==> config.mk <==
export PLATFORM = sky130hd
export DESIGN_NAME = axis_flag_capture_compare
export DESIGN_NICKNAME = d
export VERILOG_FILES = /design/src/axis_flag_pkg.sv /design/src/axis_flag_capture_compare.sv
export SDC_FILE = /design/constraint.sdc
export NUM_CORES = 1
export LEC_CHECK = 0
export BUFFER_PORTS_ARGS = -buffer_cell sky130_fd_sc_hd__buf_2
export CORE_MARGIN = 2
export CORE_UTILIZATION = 40
export CTS_CLUSTER_DIAMETER = 40
export DETAILED_ROUTE_END_ITERATION = 6
export MAX_ROUTING_LAYER = met4
export PLACE_DENSITY_LB_ADDON = 0.15
export SETUP_SLACK_MARGIN = 0.1
export SYNTH_ARGS = -nofsm -noshare
export SYNTH_HDL_FRONTEND = slang
export SYNTH_SLANG_ARGS = --single-unit
==> constraint.sdc <==
create_clock -name CLK -period 5.55 [get_ports CLK]
set_clock_uncertainty 0.1 [all_clocks]
set_input_delay 1.3875 -clock CLK [delete_from_list [all_inputs] [get_ports CLK]]
set_output_delay 1.3875 -clock CLK [all_outputs]
set_load 0.02 [all_outputs]
==> src/axis_flag_pkg.sv <==
/*
  Package for the axis flag, capture and compare block: register offsets,
  field positions, reset values, flag filter and capture types.
  Assumes a 32-bit APB register bus and four channels on the chip.
*/
package axis_flag_pkg;
  // ----------------------------------------------------------------------
  // Sizes.
  // ----------------------------------------------------------------------
  localparam int NCH = 4;  // Channels on the chip.
  localparam int NFLAG = 5;  // Fault, plus limit, minus limit, home, user.
  // ----------------------------------------------------------------------
  // Register byte offsets (one register bank for the channel).
  // ----------------------------------------------------------------------
  localparam logic [11:0] OFS_OUTCTL = 12'h000;  // Output control register.
  localparam logic [11:0] OFS_STATUS = 12'h004;  // Input flag and state status.
  localparam logic [11:0] OFS_FILTCFG = 12'h008;  // Filter configuration.
  localparam logic [11:0] OFS_CAPCFG = 12'h00C;  // Capture configuration.
  localparam logic [11:0] OFS_CMPCFG = 12'h010;  // Compare configuration.
  localparam logic [11:0] OFS_CMPA = 12'h014;  // Match value A.
  localparam logic [11:0] OFS_CMPB = 12'h018;  // Match value B.
  localparam logic [11:0] OFS_CMPADD = 12'h01C;  // Match increment.
  localparam logic [11:0] OFS_FORCE = 12'h020;  // Match state force.
  localparam logic [11:0] OFS_CAPT = 12'h024;  // Captured position.
  localparam logic [11:0] OFS_CAPTF = 12'h028;  // Captured fine position.
  localparam logic [11:0] OFS_FINE = 12'h02C;  // Fine position.
  localparam logic [11:0] OFS_COUNT = 12'h030;  // Present count.
  // ----------------------------------------------------------------------
  // Field positions.
  // ----------------------------------------------------------------------
  localparam int DRIVE_ENABLE_BIT_INDEX = 8;  // In output control.
  localparam int DRIVE_FAULT_BIT_INDEX = 7;  // In status.
  localparam int FIRST_LIMIT_BIT_INDEX = 9;  // Plus limit; minus at +1.
  localparam int HOME_BIT = 16;  // Home flag in status.
  localparam int USER_BIT = 17;  // User flag in status.
  localparam int STATE_BIT = 18;  // Match state in status.
  localparam int LINE_BIT = 19;  // Line output level in status.
  localparam int TRIGGER_BIT_INDEX = 20;  // Capture trigger flag in status.
  localparam int FAULT_LEVEL_BIT = 0;  // Fault active level in output control.
  // ----------------------------------------------------------------------
  // Reset values.
  // ----------------------------------------------------------------------
  localparam logic [7:0] RST_ENC_DIV = 8'h07;  // 25 MHz / 8 = 3.125 MHz.
  localparam logic [7:0] RST_FILT_DIV = 8'h3F;  // Secondary filter divider.
  localparam logic [3:0] RST_AND_MASK = 4'h1;  // Own channel state only.
  // ----------------------------------------------------------------------
  // Types.
  // ----------------------------------------------------------------------
  typedef enum logic [1:0] {
    FLAG_HOME = 2'b00,
    FLAG_POSITIVE_LIMIT_FLAG = 2'b01,
    FLAG_NEGATIVE_LIMIT_FLAG = 2'b10,
    FLAG_USER = 2'b11
  } flag_sel_t;
  // Capture trigger control: index use and edge, flag use and edge.
  typedef struct packed {
    logic index_use;
    logic index_rise;
    logic flag_use;
    logic flag_rise;
  } capture_trigger_control_t;
  // Raw inputs of one channel.
  typedef struct packed {
    logic fault;
    logic positive_limit_flag;
    logic negative_limit_flag;
    logic home;
    logic user;
  } flags_t;
endpackage

==> src/axis_flag_capture_compare.sv <==
/*
  Flag filtering, position capture and position compare for channel 0 of
  a four-channel axis interface, with APB registers. The other channels'
  flags, compare states and channel 0 count arrive as inputs.
  Assumes the encoder count with 12 fraction bits comes from an outside
  counter on CLK, and that flag pins are asynchronous.
*/
// Behaviour
// Drive enable 1 enables, reset forces 0
// Limit bits read 1 when in limit
// Software compares fault bit with active level
// Flags sampled, two-of-three vote per sample
// Optional second filter on filter clock
// Fixed bit positions for enable, fault, limits, trigger
// Latch position at once on trigger
// Control picks index and flag, each edge
// Flag select: home, plus, minus, user
// Trigger flag from any chip channel
// Capture holds 24.8 and 20.12 forms
// Compare each sample, toggle on cross
// Match values 32 bits, 12 fraction
// Timer fraction used in compare
// Count readback 8 or 12 fraction bits
// Optional compare against channel zero count
// Line is AND of masked states
// Optional line invert, level readable
// Crossing A adds increment to B, and reverse
// Force field value and self-clearing request
// Forced state skips next increment
// Writing A or B re-arms increment
// Filtered flags drive capture and status
`timescale 1ns/10ps
module axis_flag_capture_compare
  import axis_flag_pkg::*;
(
  input wire logic CLK,  // 25 MHz clock.
  input wire logic SRST,  // Synchronous reset, active high.
  input wire logic PSEL,  // APB select.
  input wire logic PENABLE,  // APB access phase.
  input wire logic PWRITE,  // APB write.
  input wire logic [11:0] PADDR,  // APB byte address.
  input wire logic [31:0] PWDATA,  // APB write data.
  output logic [31:0] PRDATA,  // APB read data.
  output logic PREADY,  // APB ready.
  output logic PSLVERR,  // APB error on unmapped address.
  input wire axis_flag_pkg::flags_t FLAGS_IN,  // Own flag pins.
  input wire logic [NCH-1:0] OTHER_TRIG_IN,  // Filtered trigger flags of channels.
  input wire logic INDEX_IN,  // Encoder index pin.
  input wire logic [31:0] COUNT_IN,  // Own count, 12 fraction bits.
  input wire logic [31:0] COUNT0_IN,  // Channel zero count, 12 fraction bits.
  input wire logic [NCH-1:0] STATES_IN,  // Compare states of all channels.
  input wire logic WATCHDOG_TRIP,  // Watchdog trip, forces drive off.
  output logic DRIVE_ENABLE,  // Amplifier enable output.
  output logic TRIGGER_FLAG,  // Own filtered selected trigger flag.
  output logic MATCH_STATE,  // Own compare state.
  output logic POSITION_MATCH_LINE  // Compare output line.
);
  import axis_flag_pkg::*;

  // ----------------------------------------------------------------------
  // Declarations
  // ----------------------------------------------------------------------
  logic [31:0] outctl_q;  // Output control register.
  logic [7:0] encoder_sample_divider_q;  // Sample clock divider.
  logic [7:0] filter_clock_divider_q;  // Secondary filter divider.
  logic second_filter_enable_q;  // Secondary filter enable.
  capture_trigger_control_t capture_trigger_control_q;  // Capture control.
  flag_sel_t trigger_source_select_q;  // Flag type for capture.
  logic [1:0] trigger_flag_channel_q;  // Channel of the trigger flag.
  logic timer_function_select_q;  // Timer function, 0 for estimate.
  logic arctangent_enable_q;  // Analog encoder readback scale.
  logic use_first_channel_count_q;  // Compare against channel zero.
  logic [3:0] line_and_mask_q;  // Mask of states for the line.
  logic line_invert_q;  // Line polarity.
  logic [31:0] match_value_a_q;  // Match value A.
  logic [31:0] match_value_b_q;  // Match value B.
  logic [31:0] match_increment_q;  // Match increment, signed.
  logic [1:0] match_state_force_q;  // Force field.
  logic match_state_q;  // Internal compare state.
  logic inhibit_q;  // Skip next auto increment.
  logic [31:0] captured_position_q;  // Capture, 24.8.
  logic [31:0] captured_fine_position_q;  // Capture, 20.12.
  logic [31:0] fine_position_q;  // Latest position, 20.12.
  logic [31:0] prev_pos_q;  // Position at previous sample.
  logic [7:0] enc_cnt_q;  // Sample clock counter.
  logic [7:0] filt_cnt_q;  // Filter clock counter.
  logic [NFLAG-1:0] sync1_q, sync2_q;  // Pin synchronisers.
  logic [NFLAG-1:0] smp1_q, smp2_q, smp3_q;  // Vote history.
  logic [NFLAG-1:0] vote_q;  // Voted flags.
  logic [NFLAG-1:0] f2a_q, f2b_q, f2c_q;  // Secondary filter history.
  logic [NFLAG-1:0] filt_q;  // Secondary filter output.
  logic [NFLAG-1:0] flags_f;  // Flags seen by logic.
  logic idx1_q, idx2_q, idx3_q;  // Index synchroniser and previous.
  logic trig_prev_q;  // Previous trigger flag level.
  logic [31:0] prdata_d;  // Read mux.
  logic addr_ok;  // Address decodes.
  logic wr;  // Write strobe.
  logic enc_tick, filt_tick;  // Divided clock enables.
  logic [31:0] pos;  // Compared position.
  logic cross_a, cross_b;  // Crossings this sample.
  logic trig_sel, flag_edge, idx_edge, capture;  // Capture terms.
  logic line_and;  // Combined states.

  assign wr = PSEL && PENABLE && PWRITE && addr_ok;
  assign enc_tick = (enc_cnt_q == encoder_sample_divider_q);
  assign filt_tick = (filt_cnt_q == filter_clock_divider_q);

  // ----------------------------------------------------------------------
  // Sample and filter clock dividers
  // ----------------------------------------------------------------------
  // Counters give a one-cycle sample tick and a filter tick that stays high for one whole sample period.
  always_ff @(posedge CLK) begin
    if (SRST || enc_tick) begin
      enc_cnt_q <= 8'h00;
    end else begin
      enc_cnt_q <= enc_cnt_q + 8'h01;
    end
  end

  // The filter clock ticks only on sample ticks, so it is the slower one.
  always_ff @(posedge CLK) begin
    if (SRST) begin
      filt_cnt_q <= 8'h00;
    end else if (enc_tick) begin
      filt_cnt_q <= filt_tick ? 8'h00 : filt_cnt_q + 8'h01;
    end
  end

  // ----------------------------------------------------------------------
  // Flag filtering
  // ----------------------------------------------------------------------
  // Two flip-flops bring the pins into the clock domain.
  always_ff @(posedge CLK) begin
    sync1_q <= FLAGS_IN;
    sync2_q <= sync1_q;
    idx1_q <= INDEX_IN;
    idx2_q <= idx1_q;
  end

  // Each flag is voted best two of three over three sample ticks.
  generate
    for (genvar i = 0; i < NFLAG; i++) begin : g_flag
      always_ff @(posedge CLK) begin
        if (SRST) begin
          smp1_q[i] <= 1'b0;
          smp2_q[i] <= 1'b0;
          smp3_q[i] <= 1'b0;
          vote_q[i] <= 1'b0;
          f2a_q[i] <= 1'b0;
          f2b_q[i] <= 1'b0;
          f2c_q[i] <= 1'b0;
          filt_q[i] <= 1'b0;
        end else begin
          if (enc_tick) begin
            smp1_q[i] <= sync2_q[i];
            smp2_q[i] <= smp1_q[i];
            smp3_q[i] <= smp2_q[i];
            vote_q[i] <= (smp1_q[i] & smp2_q[i]) | (smp2_q[i] & smp3_q[i]) |
                         (smp1_q[i] & smp3_q[i]);
          end
          if (enc_tick && filt_tick) begin
            f2a_q[i] <= vote_q[i];
            f2b_q[i] <= f2a_q[i];
            f2c_q[i] <= f2b_q[i];
            filt_q[i] <= (f2a_q[i] & f2b_q[i]) | (f2b_q[i] & f2c_q[i]) |
                         (f2a_q[i] & f2c_q[i]);
          end
        end
      end
    end
  endgenerate

  // The secondary filter sits in the path only when enabled.
  assign flags_f = second_filter_enable_q ? filt_q : vote_q;

  // ----------------------------------------------------------------------
  // Capture trigger
  // ----------------------------------------------------------------------
  // The selected flag type of this channel is offered to every channel.
  always_comb begin
    case (trigger_source_select_q)
      FLAG_HOME: TRIGGER_FLAG = flags_f[1];
      FLAG_POSITIVE_LIMIT_FLAG: TRIGGER_FLAG = flags_f[3];
      FLAG_NEGATIVE_LIMIT_FLAG: TRIGGER_FLAG = flags_f[2];
      default: TRIGGER_FLAG = flags_f[0];
    endcase
  end

  // The trigger flag may come from any channel; index 0 is this channel.
  assign trig_sel = (trigger_flag_channel_q == 2'b00) ? TRIGGER_FLAG :
                    OTHER_TRIG_IN[trigger_flag_channel_q];
  assign flag_edge = capture_trigger_control_q.flag_rise ? (trig_sel && !trig_prev_q) :
                     (!trig_sel && trig_prev_q);
  assign idx_edge = capture_trigger_control_q.index_rise ? (idx2_q && !idx3_q) :
                    (!idx2_q && idx3_q);
  // With both used, both must occur together; with one, that one alone.
  assign capture = (capture_trigger_control_q.index_use || capture_trigger_control_q.flag_use)
                   && (!capture_trigger_control_q.index_use || idx_edge)
                   && (!capture_trigger_control_q.flag_use || flag_edge);

  // Previous levels for edge detection; reset copies them, so no false edge.
  always_ff @(posedge CLK) begin
    if (SRST) begin
      idx3_q <= idx2_q;
      trig_prev_q <= trig_sel;
    end else begin
      idx3_q <= idx2_q;
      trig_prev_q <= trig_sel;
    end
  end

  // The position is latched in the same cycle as the edge.
  always_ff @(posedge CLK) begin
    if (SRST) begin
      captured_position_q <= 32'h0000_0000;
      captured_fine_position_q <= 32'h0000_0000;
    end else if (capture) begin
      captured_position_q <= {{4{pos[31]}}, pos[31:4]};
      captured_fine_position_q <= pos;
    end
  end

  // ----------------------------------------------------------------------
  // Position compare
  // ----------------------------------------------------------------------
  // With the timer estimate off the fraction below a count is dropped.
  assign pos = (use_first_channel_count_q ? COUNT0_IN : COUNT_IN) &
               (timer_function_select_q ? 32'hFFFF_F000 : 32'hFFFF_FFFF);
  // A value is crossed when it lies between last and present sample.
  assign cross_a = enc_tick &&
    ((($signed(prev_pos_q) < $signed(match_value_a_q)) &&
      ($signed(pos) >= $signed(match_value_a_q))) ||
     (($signed(prev_pos_q) > $signed(match_value_a_q)) &&
      ($signed(pos) <= $signed(match_value_a_q))));
  assign cross_b = enc_tick &&
    ((($signed(prev_pos_q) < $signed(match_value_b_q)) &&
      ($signed(pos) >= $signed(match_value_b_q))) ||
     (($signed(prev_pos_q) > $signed(match_value_b_q)) &&
      ($signed(pos) <= $signed(match_value_b_q))));

  // Sample position and fine position register.
  always_ff @(posedge CLK) begin
    if (SRST) begin
      prev_pos_q <= 32'h0000_0000;
      fine_position_q <= 32'h0000_0000;
    end else if (enc_tick) begin
      prev_pos_q <= pos;
      fine_position_q <= pos;
    end
  end

  // Compare state: force wins over a crossing toggle.
  always_ff @(posedge CLK) begin
    if (SRST) begin
      match_state_q <= 1'b0;
    end else if (match_state_force_q[0]) begin
      match_state_q <= match_state_force_q[1];
    end else if (cross_a ^ cross_b) begin
      match_state_q <= !match_state_q;
    end
  end

  // Force field; the request bit clears itself once forced.
  always_ff @(posedge CLK) begin
    if (SRST) begin
      match_state_force_q <= 2'b00;
    end else if (wr && PADDR == OFS_FORCE) begin
      match_state_force_q <= PWDATA[1:0];
    end else begin
      match_state_force_q[0] <= 1'b0;
    end
  end

  // Inhibit of the first increment after a force; a value write re-arms.
  always_ff @(posedge CLK) begin
    if (SRST) begin
      inhibit_q <= 1'b0;
    end else if (wr && (PADDR == OFS_CMPA || PADDR == OFS_CMPB)) begin
      inhibit_q <= 1'b0;
    end else if (match_state_force_q[0]) begin
      inhibit_q <= 1'b1;
    end else if (cross_a || cross_b) begin
      inhibit_q <= 1'b0;
    end
  end

  // Match values: software writes, or increments after a crossing.
  always_ff @(posedge CLK) begin
    if (SRST) begin
      match_value_a_q <= 32'h0000_0000;
      match_value_b_q <= 32'h0000_0000;
    end else begin
      if (wr && PADDR == OFS_CMPA) begin
        match_value_a_q <= PWDATA;
      end else if (cross_b && !inhibit_q && match_increment_q != 32'h0000_0000) begin
        match_value_a_q <= match_value_a_q + match_increment_q;
      end
      if (wr && PADDR == OFS_CMPB) begin
        match_value_b_q <= PWDATA;
      end else if (cross_a && !inhibit_q && match_increment_q != 32'h0000_0000) begin
        match_value_b_q <= match_value_b_q + match_increment_q;
      end
    end
  end

  // Output line: AND of masked states, optionally inverted, registered.
  assign line_and = &(STATES_IN | ~line_and_mask_q);
  always_ff @(posedge CLK) begin
    if (SRST) begin
      POSITION_MATCH_LINE <= 1'b0;
    end else begin
      POSITION_MATCH_LINE <= line_and ^ line_invert_q;
    end
  end
  assign MATCH_STATE = match_state_q;

  // ----------------------------------------------------------------------
  // Registers
  // ----------------------------------------------------------------------
  // Configuration writes; reset and watchdog clear the drive enable.
  always_ff @(posedge CLK) begin
    if (SRST) begin
      outctl_q <= 32'h0000_0000;
      encoder_sample_divider_q <= RST_ENC_DIV;
      filter_clock_divider_q <= RST_FILT_DIV;
      second_filter_enable_q <= 1'b0;
      capture_trigger_control_q <= 4'h0;
      trigger_source_select_q <= FLAG_HOME;
      trigger_flag_channel_q <= 2'b00;
      timer_function_select_q <= 1'b0;
      arctangent_enable_q <= 1'b0;
      use_first_channel_count_q <= 1'b0;
      line_and_mask_q <= RST_AND_MASK;
      line_invert_q <= 1'b0;
      match_increment_q <= 32'h0000_0000;
    end else begin
      if (WATCHDOG_TRIP) begin
        outctl_q[DRIVE_ENABLE_BIT_INDEX] <= 1'b0;
      end else if (wr && PADDR == OFS_OUTCTL) begin
        outctl_q <= PWDATA;
      end
      if (wr && PADDR == OFS_FILTCFG) begin
        encoder_sample_divider_q <= PWDATA[7:0];
        filter_clock_divider_q <= PWDATA[15:8];
        second_filter_enable_q <= PWDATA[16];
      end
      if (wr && PADDR == OFS_CAPCFG) begin
        capture_trigger_control_q <= PWDATA[3:0];
        trigger_source_select_q <= flag_sel_t'(PWDATA[5:4]);
        trigger_flag_channel_q <= PWDATA[7:6];
        timer_function_select_q <= PWDATA[8];
      end
      if (wr && PADDR == OFS_CMPCFG) begin
        use_first_channel_count_q <= PWDATA[0];
        line_and_mask_q <= PWDATA[4:1];
        line_invert_q <= PWDATA[5];
        arctangent_enable_q <= PWDATA[6];
      end
      if (wr && PADDR == OFS_CMPADD) begin
        match_increment_q <= PWDATA;
      end
    end
  end
  assign DRIVE_ENABLE = outctl_q[DRIVE_ENABLE_BIT_INDEX];

  // Read decode; unmapped addresses answer with an error.
  always_comb begin
    prdata_d = 32'h0000_0000;
    addr_ok = 1'b1;
    if (PADDR == OFS_OUTCTL) begin
      prdata_d = outctl_q;
    end else if (PADDR == OFS_STATUS) begin
      prdata_d[DRIVE_FAULT_BIT_INDEX] = flags_f[4];
      prdata_d[FIRST_LIMIT_BIT_INDEX] = flags_f[3];
      prdata_d[FIRST_LIMIT_BIT_INDEX+1] = flags_f[2];
      prdata_d[HOME_BIT] = flags_f[1];
      prdata_d[USER_BIT] = flags_f[0];
      prdata_d[STATE_BIT] = match_state_q;
      prdata_d[LINE_BIT] = POSITION_MATCH_LINE;
      prdata_d[TRIGGER_BIT_INDEX] = trig_sel;
    end else if (PADDR == OFS_FILTCFG) begin
      prdata_d = {15'h0000, second_filter_enable_q, filter_clock_divider_q,
                  encoder_sample_divider_q};
    end else if (PADDR == OFS_CAPCFG) begin
      prdata_d = {23'h00_0000, timer_function_select_q, trigger_flag_channel_q,
                  trigger_source_select_q, capture_trigger_control_q};
    end else if (PADDR == OFS_CMPCFG) begin
      prdata_d = {25'h000_0000, arctangent_enable_q, line_invert_q, line_and_mask_q,
                  use_first_channel_count_q};
    end else if (PADDR == OFS_CMPA) begin
      prdata_d = match_value_a_q;
    end else if (PADDR == OFS_CMPB) begin
      prdata_d = match_value_b_q;
    end else if (PADDR == OFS_CMPADD) begin
      prdata_d = match_increment_q;
    end else if (PADDR == OFS_FORCE) begin
      prdata_d = {30'h0000_0000, match_state_force_q};
    end else if (PADDR == OFS_CAPT) begin
      prdata_d = captured_position_q;
    end else if (PADDR == OFS_CAPTF) begin
      prdata_d = captured_fine_position_q;
    end else if (PADDR == OFS_FINE) begin
      prdata_d = fine_position_q;
    end else if (PADDR == OFS_COUNT) begin
      prdata_d = arctangent_enable_q ? pos : {{4{pos[31]}}, pos[31:4]};
    end else begin
      addr_ok = 1'b0;
    end
  end

  // Zero wait states: data registered during setup, ready in access.
  always_ff @(posedge CLK) begin
    if (SRST) begin
      PRDATA <= 32'h0000_0000;
    end else if (PSEL && !PENABLE && !PWRITE) begin
      PRDATA <= prdata_d;
    end
  end
  assign PREADY = 1'b1;
  assign PSLVERR = PSEL && PENABLE && !addr_ok;
endmodule

Yosys cells after proc, flatten, opt, wreduce, memory -nomap -nowiden
Cells that the tools add are included.
{ "word_totals": {"word_cells": 277, "reg_bits": 360, "out_inout_bits": 38, "inputBits": 128} }
{ "op_classes": {"reduce_logical": 64, "muxes": 51, "bitwise_logic": 57, "n_lt_le_gt_ge": 9, "add_sub_neg": 4, "eq_ne": 16} }
{ "op_table": {"columns": ["op", "n"], "rows": [
  ["two-way mux 32 bit", 17],
  ["adder 32 bit", 2],
  ["greater-or-equal comparator 32 bit", 2],
  ["greater-than comparator 32 bit", 2],
  ["less-or-equal comparator 32 bit", 2],
  ["< comparator 32 bit", 2],
  ["== test 12 x 6 -> 1 bit, second input constant", 5],
  ["== test 12 x 5 -> 1 bit, second input constant", 4],
  ["AND 32 bit", 1],
  ["logical AND 1 bit", 32],
  ["nonzero test 32 bit", 1],
  ["two-way mux 31 bit", 1],
  ["AND 1 bit", 30],
  ["== test 12 x 4 -> 1 bit, second input constant", 2],
  ["two-way mux 1 bit", 23],
  ["bitwise OR 1 bit", 20],
  ["adder 8 x 1 -> 8 bit, second input constant", 2],
  ["== test 8 bit", 2],
  ["two-way mux 5 bit", 3],
  ["== test 12 x 3 -> 1 bit, second input constant", 1],
  ["logical NOT 12 bit", 1],
  ["two-way mux 12 bit", 1],
  ["logical NOT 1 bit", 11],
  ["two-way mux 11 bit", 1],
  ["other kinds (18)", 33]
]} }

Longest topological paths before layout
Gate-level depths: netlist of run 1.
{ "depth": {"depth_word": 18, "ltp_mapped": 20} }

Worst setup path before layout of run 1
Ideal clock, no wire load.
{ "synth_timing": {"path_kind": "input -> register", "startpoint": "input COUNT0_IN[26]", "endpoint": "register match_state_q, in the netlist MATCH_STATE", "setup_ns": 0.128, "arrival_time_ns": 4.396, "path_stages": 17, "n_path_buf": 0, "slack_ns": 0.927, "path_cell_list": "mux2i_1 -> inv_1 -> ha_1 -> and4_1 -> nand4_1 -> or4_1 -> a22oi_1 -> mux2_1 -> xnor3_1 -> and2_1 -> a31oi_1 -> nand2_1 -> ha_1 -> xnor2_1 -> nor2_1 -> a21oi_1 -> nor2_1"} }
{ "synth_via": {"elab_chain_cells": 8} }
{ "synth_rtl": {"columns": ["element", "line", "text"], "rows": [
  ["start: declaration", "axis_flag_capture_compare.sv:50", "input wire logic [31:0] COUNT0_IN,"],
  ["two-way mux 32 bit *", "axis_flag_capture_compare.sv:227", "assign pos = (use_first_channel_count_q ? COUNT0_IN : COUNT_IN) &"],
  ["AND 32 bit *", "axis_flag_capture_compare.sv:227", null],
  ["via pos[26]", "axis_flag_capture_compare.sv:99", "logic [31:0] pos;"],
  ["greater-or-equal comparator 32 bit, or another cell as far along", "axis_flag_capture_compare.sv:232", "($signed(pos) >= $signed(match_value_a_q))) ||"],
  ["logical AND 1 bit, on equally long branches", null, null],
  ["logical OR 1 bit, on equally long branches", "axis_flag_capture_compare.sv:232, axis_flag_capture_compare.sv:237", null],
  ["logical AND 1 bit, on equally long branches", "axis_flag_capture_compare.sv:230, axis_flag_capture_compare.sv:235", null],
  ["bitwise XOR 1 bit *", "axis_flag_capture_compare.sv:258", "end else if (cross_a ^ cross_b) begin"],
  ["nonzero test 2 bit (no source line) *", null, null],
  ["end signal: assignment", "axis_flag_capture_compare.sv:257", "match_state_q <= match_state_force_q[1];"],
  ["end signal: assignment", "axis_flag_capture_compare.sv:259", "match_state_q <= !match_state_q;"],
  ["end: declaration", "axis_flag_capture_compare.sv:79", "logic match_state_q;"]
]} }
Mark *: on every way through the listed nets, which the timed path passes. The rest lies on a longest branch.
A chain may end at the register's enable or synchronous reset.

Worst setup path in the final report of run 1
{ "layout_timing": {"startpoint": "register use_first_channel_count_q", "endpoint": "register match_state_q, in the netlist MATCH_STATE"} }
{ "layout_via": {"elab_chain_cells": 8} }
{ "layout_rtl": {"columns": ["element", "line", "text"], "rows": [
  ["start: declaration", "axis_flag_capture_compare.sv:72", "logic use_first_channel_count_q;"],
  ["start signal: assignment", "axis_flag_capture_compare.sv:354", "use_first_channel_count_q <= PWDATA[0];"],
  ["two-way mux 32 bit *", "axis_flag_capture_compare.sv:227", null],
  ["AND 32 bit *", "axis_flag_capture_compare.sv:227", null],
  ["via pos[25]", "axis_flag_capture_compare.sv:99", null],
  ["greater-or-equal comparator 32 bit, or another cell as far along", "axis_flag_capture_compare.sv:232", null],
  ["logical AND 1 bit, on equally long branches", null, null],
  ["logical OR 1 bit, on equally long branches", "axis_flag_capture_compare.sv:232, axis_flag_capture_compare.sv:237", null],
  ["logical AND 1 bit, on equally long branches", "axis_flag_capture_compare.sv:230, axis_flag_capture_compare.sv:235", null],
  ["bitwise XOR 1 bit *", "axis_flag_capture_compare.sv:258", null],
  ["nonzero test 2 bit (no source line) *", null, null]
]} }
Marks and branches as above.

==> results of run 1 <==
==> per-stage QoR <==
step	setup WS (ns)	hold WS (ns)	std cells
after CTS	0.759	0.221	3585
after floorplan	0.927	0.210	2669
after global placement	0.301	0.214	3457
after global routing	0.510	0.228	3586
after detailed placement	0.256	0.215	3457
final	0.738	0.220	3586
==> cells by family after synthesis <==
group           count (synthesis)  synth area share [%]
simple gates                  856                  17.6
compound gates                732                  22.6
flops                         332                  30.6
buf+inv                       270                  5.02
mux                           198                  9.36
fa+ha+maj                     195                  11.3
xor+xnor                       85                  3.50
other cells                     1                0.0173
==> how the worst min path moves through the flow <==
stage	endpoint	slack [ns]	depth (start not counted)
global placement	idx2_q$_DFF_P_	0.21	0
CTS	sync2_q[1]$_DFF_P_	0.22	0
detailed placement	idx2_q$_DFF_P_	0.21	0
floorplan	idx2_q$_DFF_P_	0.21	0
global route	idx2_q$_DFF_P_	0.23	0
finish	sync2_q[1]$_DFF_P_	0.22	0
==> registers in the layout, indices dropped and copies added, names as in the netlist, 5 cells and up <==
name                      flops
smp2_q                        5
vote_q                        5
sync2_q                       5
sync1_q                       5
f2b_q                         5
captured_position_q          28
enc_cnt_q                     8
match_value_a_q              32
f2a_q                         5
match_increment_q            32
PRDATA                       32
filt_cnt_q                    8
smp1_q                        5
smp3_q                        5
filter_clock_divider_q        8
match_value_b_q              32
f2c_q                         5
prev_pos_q                   32
encoder_sample_divider_q      8
filt_q                        5
outctl_q                     32
==> metal layers <==
layer | up-vias | global-route usage (%) | wire length, µm
li1 | 10100 | - | -
met1 | 10100 | 35.3 | 33500
met2 | 795 | 50.2 | 39300
met3 | 193 | 5.01 | 5110
met4 | 0 | 12.8 | 3740
met5 | - | - | 0
==> cell usage in the layout (no fill, tap or decap), types with 73 or more instances in the layout <==
cell / n
mux2i_1: 178
ha_1: 193
nor2_1: 307
dfxtp_1: 331
a211oi_1: 99
buf_4: 81
a21oi_1: 229
o21ai_0: 73
nand2_1: 300
inv_1: 115
buf_2: 162
==> area by class of cell <==
type	count	area, µm²
tap	696	871
sequential	332	6650
antenna	1	2.50
timing repair buffer	247	1490
clock buffer	79	1800
multi-input combinational	2067	14000
fill	5318	27900
inverter	115	432
clock inverter	49	567
==> power by group through the flow <==
stage | clock network, mW | logic (mW) | registers (mW)
2_1_floorplan | 0 | 0.206 | 2.48
3_3_place_gp | 0 | 0.403 | 2.47
3_5_place_dp | 0 | 0.409 | 2.47
4_1_cts | 4.29 | 0.411 | 2.43
5_1_grt | 4.42 | 0.452 | 2.43
6_report | 4.24 | 0.414 | 2.43
==> reports/metrics.yaml, run 1 <==
synth.distinct_cells: 82
period_share_pct: 86.7
power_frac_seq_pct: 34.3
grt_pass1_wl_um: 125000
peakVddDrop_mv: 0.237
cts_setup_buffers: 0
startpoint: "use_first_channel_count_q$_SDFFE_PP0P_"
htreeDepth: 3
fin_crit_ns: 4.81
crit_required_ns: 5.91
ys_seq_area_share_pct: 30.6
yosysTopAreaCell: "dfxtp_1"
antenna_left: 0
coreArea_um2: 53700
max_freq_ghz: 0.208
hold_viol: 0
grt_pass1_vias: 20700
syn_to_final_growth_pct: 19.1
setup.worst_path.end: "MATCH_STATE$_SDFFE_PP0P_"
place_hpwl_um: 62100
syn_avg_cell_area_um2: 8.13
setup_tns_ns: 0
critPathTopFamily: "simple AND/OR/NAND/NOR gates"
grt_usage_pct: 29.9
ctsRootBufferMaster: "clkbuf_16"
status: "finished, final reports clean"
first_pass_iters: 5
start_kind: "register"
ys_top_cells_by_area: "dfxtp_1 (31%), ha_1 (11%), mux2i_1 (8.2%)"
synth_edf_count: 0
clock-sinks: 332
cts_made_buffers: 69
slew_headroom_pct: 17.7
setup_viol: 0
clk_path_buf_depth: 3
p_per_area_nw_per_um2: 274
arrival_ns: 5.17
fin_util_pct: 48.1
vias: 21200
path_class: "register to register"
synth_flop_cell: "dfxtp_1"
final_nets: 3155
die_area_um2: 56100
reg2reg_to: "MATCH_STATE$_SDFFE_PP0P_"
rsz0062_at_grt: "no"
wl_um: 81700
vias_per_cell: 5.91
synth_top_area_share_pct: 30.6
placed_area_um2: 23500
cp.depth: 18
grt_max_degree: 104
cap_violations: 0
netlist_instances: 2669
worstSkewPairLatency_ns: 0.61
start_util_pct: 40.4
finalPower_mw: 7.08
p_int_mw: 5.30
syn_area_um2: 21700
switching_share_pct: 25.2
clkPwrFrac_pct: 59.9
min-delay-start: "sync1_q[1]$_DFF_P_"
fin_area_um2: 25800
critical-path-max-stage-delay_ns: 0.70
grt_overflow_total: 0
synth-seq-cells: 332
combPwrFrac_pct: 5.8
final_max_slew_viol_count: 0
cts_tree: "yes"
cp-end-kind: "register"
p_leak_nw: 10.5
worst_pin_slew_ns: 1.22
path_cells: "buf_4, mux2i_1, inv_1, ha_1, and4_1, nand4_1, or4_1, a22oi_1, mux2_1, xnor3_1, and2_1, a31oi_1, nand2_1, ha_1, xnor2_1, nor2_1, a21oi_1, nor2_1"
ys_warn_count: 0
gp_congestion: 0.987
crit_buf_inv: 2
reg2reg_depth: 18
die_y_um: 237
drtIter0Drc: 1578
hold_buffers: 0
synthTopCellsByCount: "dfxtp_1 (332), nor2_1 (311), nand2_1 (300)"
antenna_found_initial: 1
synth_nets: 2992
wl_per_cell_um: 22.8
cp_max_fo: 16
synth_most_common_cell: "dfxtp_1"
cts_resized: 0
ff2ff_setup_slack_ns: 0.74
synthArstFlopShare_pct: 0
crit_slowest_cell: "dfxtp_2"
r2r_start: "use_first_channel_count_q$_SDFFE_PP0P_"
post-route-drc-count: 0
io_buffers: 163
drive_gt1_share_pct: 14.4
io_pins: 166
hp-class: "register to register"
clk_pin_slew_ns: 0.06
p_switching_mw: 1.78
row_count: 85
die_width_um: 237
(Power assumes the default switching activity.)
==> run 2, diff against run 1 <==
--- a/config.mk
+++ b/config.mk
@@ -9,3 +9,3 @@
 export CORE_MARGIN = 2
-export CORE_UTILIZATION = 40
+export CORE_UTILIZATION = 30
 export CTS_CLUSTER_DIAMETER = 40
==> constraint.sdc (replaced) <==
create_clock -name CLK -period 5.55 [get_ports CLK]
set_clock_uncertainty 0.1 [all_clocks]
set_input_delay 0.2775 -clock CLK [delete_from_list [all_inputs] [get_ports CLK]]
set_output_delay 0.2775 -clock CLK [all_outputs]
set_load 0.02 [all_outputs]
==> run 2 against run 1 <==
  * Register-to-register slack got worse by 0.28 ns
  * Global-route usage fell by 6.4 points
  * Critical path type unchanged
  * Largest power group unchanged
  * Combinational power rose by 4.8%
  * Setup slack got worse by 0.28 ns
  * Die area rose by 33%
  * Worst hold slack got worse by 0.20 ns
  * Utilization fell by 11 points
  * First-iteration DRC count rose by 9.3%
==> reports/metrics.yaml, run 2 (same netlist as run 1, synthesis figures left out) <==
setup_ws_ns: 0.457  # -0.280 ns
crit_slowest_cell: "dfxtp_2"
period_share_pct: 91.8  # +5.0 points
reg2reg_depth: 13  # -5
place_hpwl_um: 66600  # +7.2%
p_leak_nw: 10.7  # +2.0%
cap_violations: 0  # unchanged
critPathTopFamily: "compound AO/OA/AOI/OAI gates"
critical-path-max-stage-delay_ns: 0.65  # -0.05 ns
drive_gt1_share_pct: 13.7  # -0.78 points
setup.worst_path.end: "match_value_a_q[31]$_SDFFE_PP0P_"
io_buffers: 163  # unchanged
final_max_slew_viol_count: 0  # unchanged
combPwrFrac_pct: 5.9  # about the same
cp.depth: 13  # -5
vias: 21000  # -0.65%
p_switching_mw: 1.77  # -0.61%
path_class: "register to register"
die_y_um: 273  # +15%
max_freq_ghz: 0.196  # -5.5%
cts_made_buffers: 70  # +1.4%
grt_usage_pct: 23.5  # -6.4 points
crit_required_ns: 5.94  # +0.03 ns
dp_worst_setup_slack_ns: 0.415  # +0.159 ns
cts_setup_buffers: 0  # unchanged
die_area_um2: 74500  # +33%
grt_pass1_vias: 20400  # -1.7%
dp.cells: 3692  # +6.8%
fin_crit_ns: 5.09  # +0.280 ns
cp-end-kind: "register"
coreArea_um2: 71500  # +33%
fin_util_pct: 37.3  # -11 points
hold_viol: 0  # unchanged
clock-sinks: 332  # unchanged
start_kind: "register"
cts_tree: "yes"
peakVddDrop_mv: 0.196  # -17%
power_frac_seq_pct: 33.1  # -1.2 points
setup_viol: 0  # unchanged
gp_congestion: 0.942  # -4.6%
switching_share_pct: 24.1  # -1.0 points
row_count: 98  # +15%
status: "finished, final reports clean"
clkPwrFrac_pct: 61.0  # +1.1 points
p_per_area_nw_per_um2: 275  # +0.43%
r2r_start: "use_first_channel_count_q$_SDFFE_PP0P_"
cpMostUsedCell: "or3_1"
ctsRootBufferMaster: "clkbuf_16"
first_pass_iters: 7  # +2
cp_max_fo: 12  # -4
antenna_left: 0  # unchanged
syn_to_final_growth_pct: 23.0
antenna_found_initial: 0  # -1
post-route-drc-count: 0  # unchanged
path_cells: "buf_4, mux2i_1, inv_1, ha_1, nand4_1, or3_1, o41ai_2, a211oi_1, nor4_2, a211o_2, o211ai_2, or3_1, a311oi_1"
reg2reg_to: "match_value_a_q[31]$_SDFFE_PP0P_"
wl_per_cell_um: 22.4  # -1.6%
grt_overflow_total: 0  # unchanged
startpoint: "use_first_channel_count_q$_SDFFE_PP0P_"
final_nets: 3190  # +1.1%
mostFrequentLayoutCell: "dfxtp_1"
grt_max_degree: 122  # +17%
worst_pin_slew_ns: 1.12  # -0.0984 ns
ff2ff_setup_slack_ns: 0.46  # -0.28 ns
grt_pass1_wl_um: 128000  # +2.7%
clk_pin_slew_ns: 0.04  # -0.02 ns
clk_path_buf_depth: 3  # unchanged
final_cell_mix: "dfxtp_1 (330), nor2_1 (306), nand2_1 (300)"
p_int_mw: 5.57  # +5.2%
worstSkewPairLatency_ns: 0.61  # about the same
stdcell_count: 3874  # +8.0%
drtIter0Drc: 1724  # +9.3%
crit_buf_inv: 2  # unchanged
slew_headroom_pct: 24.7  # +7.0 points
htreeDepth: 3  # unchanged
die_width_um: 273  # +15%
vias_per_cell: 5.43  # -8.0%
rsz0062_at_grt: "no"
setup_tns_ns: 0  # unchanged
arrival_ns: 5.49  # +0.32 ns
hp-class: "input pin to register"
io_pins: 166  # unchanged
start_util_pct: 30.3  # -10 points
wl_um: 86900  # +6.3%
## run 2: area by class of cell
type	count	area [µm²]
multi-input combinational	2067	14000
antenna	1	2.50
timing repair buffer	281	1870
sequential	332	6650
fill	7474	44800
inverter	115	432
clock inverter	38	544
tap	950	1190
clock buffer	90	1970
## run 2: worst min-delay path: stages
cell and delay, ns:
buf_2 0.07, mux2i_1 0.11, a211oi_1 0.21
## run 2: layer usage
layer / global-route usage [%] / up-vias / part of all wire (%)
li1: - / 10200 / -
met2: 39.2 / 650 / 48
met4: 9.30 / 0 / 4.1
met5: - / - / 0
met3: 4.14 / 160 / 5.6
met1: 28.0 / 10000 / 42
## run 2: repair_timing
action | in CTS | in global routing
gates resized for setup | 0 | 0
endpoints found under the hold margin | 163 | 0
hold buffers | 53 | 0
## run 2: power by group through the flow
| stage | registers, mW | logic [mW] | clock network, mW |
|---|---|---|---|
| floorplan | 2.48 | 0.206 | 0 |
| global placement | 2.47 | 0.403 | 0 |
| detailed placement | 2.47 | 0.406 | 0 |
| CTS | 2.43 | 0.436 | 4.57 |
| global route | 2.43 | 0.477 | 4.68 |
| finish | 2.43 | 0.434 | 4.48 |
## run 2: stage by stage
| step | hold WS, ns | area [µm²] | power (mW) |
|---|---|---|---|
| 5_1_grt | 0.0315 | 26700 | 7.58 |
| 4_1_cts | 0.0115 | 26700 | 7.43 |
| 6_report | 0.0161 | 26700 | 7.34 |
| 3_5_place_dp | 0.212 | 23600 | 2.88 |
| 2_1_floorplan | 0.205 | 21700 | 2.69 |
| 3_3_place_gp | 0.213 | 23600 | 2.88 |
## run 2: worst min-delay path by stage
stage / start / cells past startpoint / endpoint / slack (ns)
finish: COUNT0_IN[18] / 3 / prev_pos_q[18]$_SDFFE_PP0N_ / 0.02
global route: COUNT0_IN[15] / 3 / prev_pos_q[15]$_SDFFE_PP0N_ / 0.03
CTS: COUNT_IN[30] / 3 / prev_pos_q[30]$_SDFFE_PP0N_ / 0.01
detailed placement: sync1_q[2]$_DFF_P_ / 0 / sync2_q[2]$_DFF_P_ / 0.21
global placement: idx1_q$_DFF_P_ / 0 / idx2_q$_DFF_P_ / 0.21
floorplan: INDEX_IN / 0 / idx1_q$_DFF_P_ / 0.21
==> run 3, diff against run 2 <==
CELL_PAD_IN_SITES_DETAIL_PLACEMENT = 1   (was not set)
CELL_PAD_IN_SITES_GLOBAL_PLACEMENT = 1   (was not set)
==> run 3 against run 2 <==
  * The flow now finishes with violations (design-rule violations)
  * Global-route usage grew 2.6 points
  * Critical path depth shrank 1
  * Combinational power grew 1%
  * Critical path type unchanged
  * Critical endpoint is now match_value_a_q[26]$_SDFFE_PP0P_
  * Highest routed layer unchanged
==> reports/metrics.yaml, run 3 (same netlist as run 1, synthesis figures left out) <==
vias: 21400  # +1.8%
final_max_slew_viol_count: 0  # unchanged
grt_pass1_vias: 22000  # +8.3%
hp-class: "input pin to register"
power_frac_seq_pct: 31.8  # -1.3 points
drive_gt1_share_pct: 13.8  # +0.10 points
slew_headroom_pct: 23.6  # -1.1 points
cts_setup_buffers: 0  # unchanged
whs_ns: 0.0128  # -0.00322 ns
clk_pin_slew_ns: 0.05  # about the same
crit_slowest_cell: "dfxtp_2"
arrival_ns: 5.37  # -0.12 ns
peakVddDrop_mv: 0.228  # +16%
worst_pin_slew_ns: 1.14  # +0.0171 ns
grt_max_degree: 123  # +0.82%
mostFrequentLayoutCell: "dfxtp_1"
final_nets: 3181  # -0.28%
dp_worst_setup_slack_ns: 0.586  # +0.171 ns
p_leak_nw: 10.7  # +0.20%
setup_ws_ns: 0.582  # +0.125 ns
status: "complete, but fails checks"
ctsRootBufferMaster: "clkbuf_16"
die_y_um: 273  # unchanged
clkPwrFrac_pct: 62.5  # +1.5 points
p_switching_mw: 1.83  # +3.1%
io_pins: 166  # unchanged
cts_made_buffers: 73  # +4.3%
vias_per_cell: 5.54  # +2.0%
max_freq_ghz: 0.201  # +2.5%
syn_to_final_growth_pct: 23.2
path_cells: "mux2_2, ha_1, nand4_1, or4_4, o41ai_2, a211oi_1, nor4_2, a211o_2, o211a_1, buf_4, nand2_1, a311oi_1"
setup_tns_ns: 0  # unchanged
coreArea_um2: 71500  # unchanged
start_kind: "register"
die_area_um2: 74500  # unchanged
place_hpwl_um: 73400  # +10%
switching_share_pct: 23.9  # -0.20 points
setup_viol: 0  # unchanged
fin_crit_ns: 4.97  # -0.125 ns
antenna_cells: 0  # -1
antenna_found_initial: 1  # +1
path_class: "register to register"
grt_usage_pct: 26.1  # +2.6 points
start_util_pct: 30.3  # unchanged
worstSkewPairLatency_ns: 0.62  # about the same
hold_viol: 0  # unchanged
grt_pass1_wl_um: 142000  # +11%
die_width_um: 273  # unchanged
antenna_left: 0  # unchanged
post-route-drc-count: 3  # +3
gp_congestion: 0.923  # -2.0%
p_int_mw: 5.81  # +4.3%
final_cell_mix: "dfxtp_1 (330), nor2_1 (306), nand2_1 (299)"
period_share_pct: 89.5  # -2.2 points
drtIter0Drc: 1402  # -19%
io_buffers: 163  # unchanged
crit_required_ns: 5.95  # about the same
cp_max_fo: 26  # +14
first_pass_iters: 7  # unchanged
cap_violations: 0  # unchanged
cp-end-kind: "register"
wl_per_cell_um: 24.7  # +10%
cts_tree: "yes"
p_per_area_nw_per_um2: 286  # +3.9%
failed_checks: "design-rule violations"
clk_path_buf_depth: 3  # unchanged
combPwrFrac_pct: 5.8  # about the same
row_count: 98  # unchanged
wl_um: 95600  # +10%
clock-sinks: 332  # unchanged
htreeDepth: 3  # unchanged
critical-path-max-stage-delay_ns: 0.68  # +0.03 ns
grt_overflow_total: 0  # unchanged
rsz0062_at_grt: "no"
-- run 3: cell types whose count changed in the layout (fill, tap and decap cells not counted), moves of 2 or more --
| cell | previous run | this run |
|---|---|---|
| dlygate4sd3_1 | 53 | 45 |
| clkinv_2 | 7 | 11 |
| clkbuf_16 | 71 | 73 |
| clkbuf_8 | 12 | 5 |
| inv_16 | 3 | 1 |
| bufinv_16 | 10 | 16 |
| clkinv_8 | 0 | 2 |
| buf_4 | 63 | 59 |
-- run 3: what timing repair did --
action                    4_1_cts  5_1_grt
hold buffers                   45        0
resized for setup               0        0
hold endpoints to repair      163        0
-- run 3: path summary, 6_finish.rpt --
kind / start / end / depth (start not counted) / slack [ns]
min reg2reg: sync1_q[1]$_DFF_P_ / sync2_q[1]$_DFF_P_ / 0 / 0.22
max reg2reg: use_first_channel_count_q$_SDFFE_PP0P_ / match_value_a_q[26]$_SDFFE_PP0P_ / 12 / 0.58
max: use_first_channel_count_q$_SDFFE_PP0P_ / match_value_a_q[26]$_SDFFE_PP0P_ / 12 / 0.58
min: SRST / capture_trigger_control_q[2]$_SDFFE_PP0P_ / 2 / 0.01
-- run 3: metrics by stage --
| step | total power [mW] | std cells | util (%) | instance area [µm²] |
|---|---|---|---|---|
| finish | 7.64 | 3866 | 37.4 | 26700 |
| global route | 7.89 | 3866 | 37.4 | 26700 |
| CTS | 7.73 | 3866 | 37.4 | 26700 |
| detailed placement | 2.89 | 3688 | 33.0 | 23600 |
| global placement | 2.88 | 3688 | 33.0 | 23600 |
| floorplan | 2.69 | 2669 | - | 21700 |
-- run 3: per-layer routing --
| metal | up-vias | wire length [µm] | GRT usage, % |
|---|---|---|---|
| li1 | 10200 | - | - |
| met1 | 10600 | 40400 | 30.6 |
| met2 | 507 | 48000 | 45.8 |
| met3 | 162 | 3420 | 2.68 |
| met4 | 0 | 3770 | 10.1 |
| met5 | - | 0 | - |
-- run 3: power by group through the flow --
stage | Combinational, mW | Clock [mW] | Sequential, mW
after floorplan | 0.206 | 0 | 2.48
after global placement | 0.405 | 0 | 2.47
after detailed placement | 0.414 | 0 | 2.47
after CTS | 0.442 | 4.87 | 2.43
after global routing | 0.481 | 4.98 | 2.43
final | 0.440 | 4.77 | 2.43
-- run 3: final cells by class --
type,instances,area (µm²)
clock buffer,85,1920
clock inverter,48,738
fill,8485,44800
inverter,115,432
multi-input combinational,2067,14000
sequential,332,6650
tap,950,1190
timing repair buffer,269,1760
-- run 3: critical path, delay by kind of cell, from the launching register on --
family / cells / cell delay (ns)
AOI/OAI and AO/OA: 5 / 1.18
adders and majority gates: 1 / 0.52
buffers and inverters: 1 / 0.43
muxes: 1 / 0.50
and+or+nand+nor: 4 / 1.38
DFF: 1 / 0.68
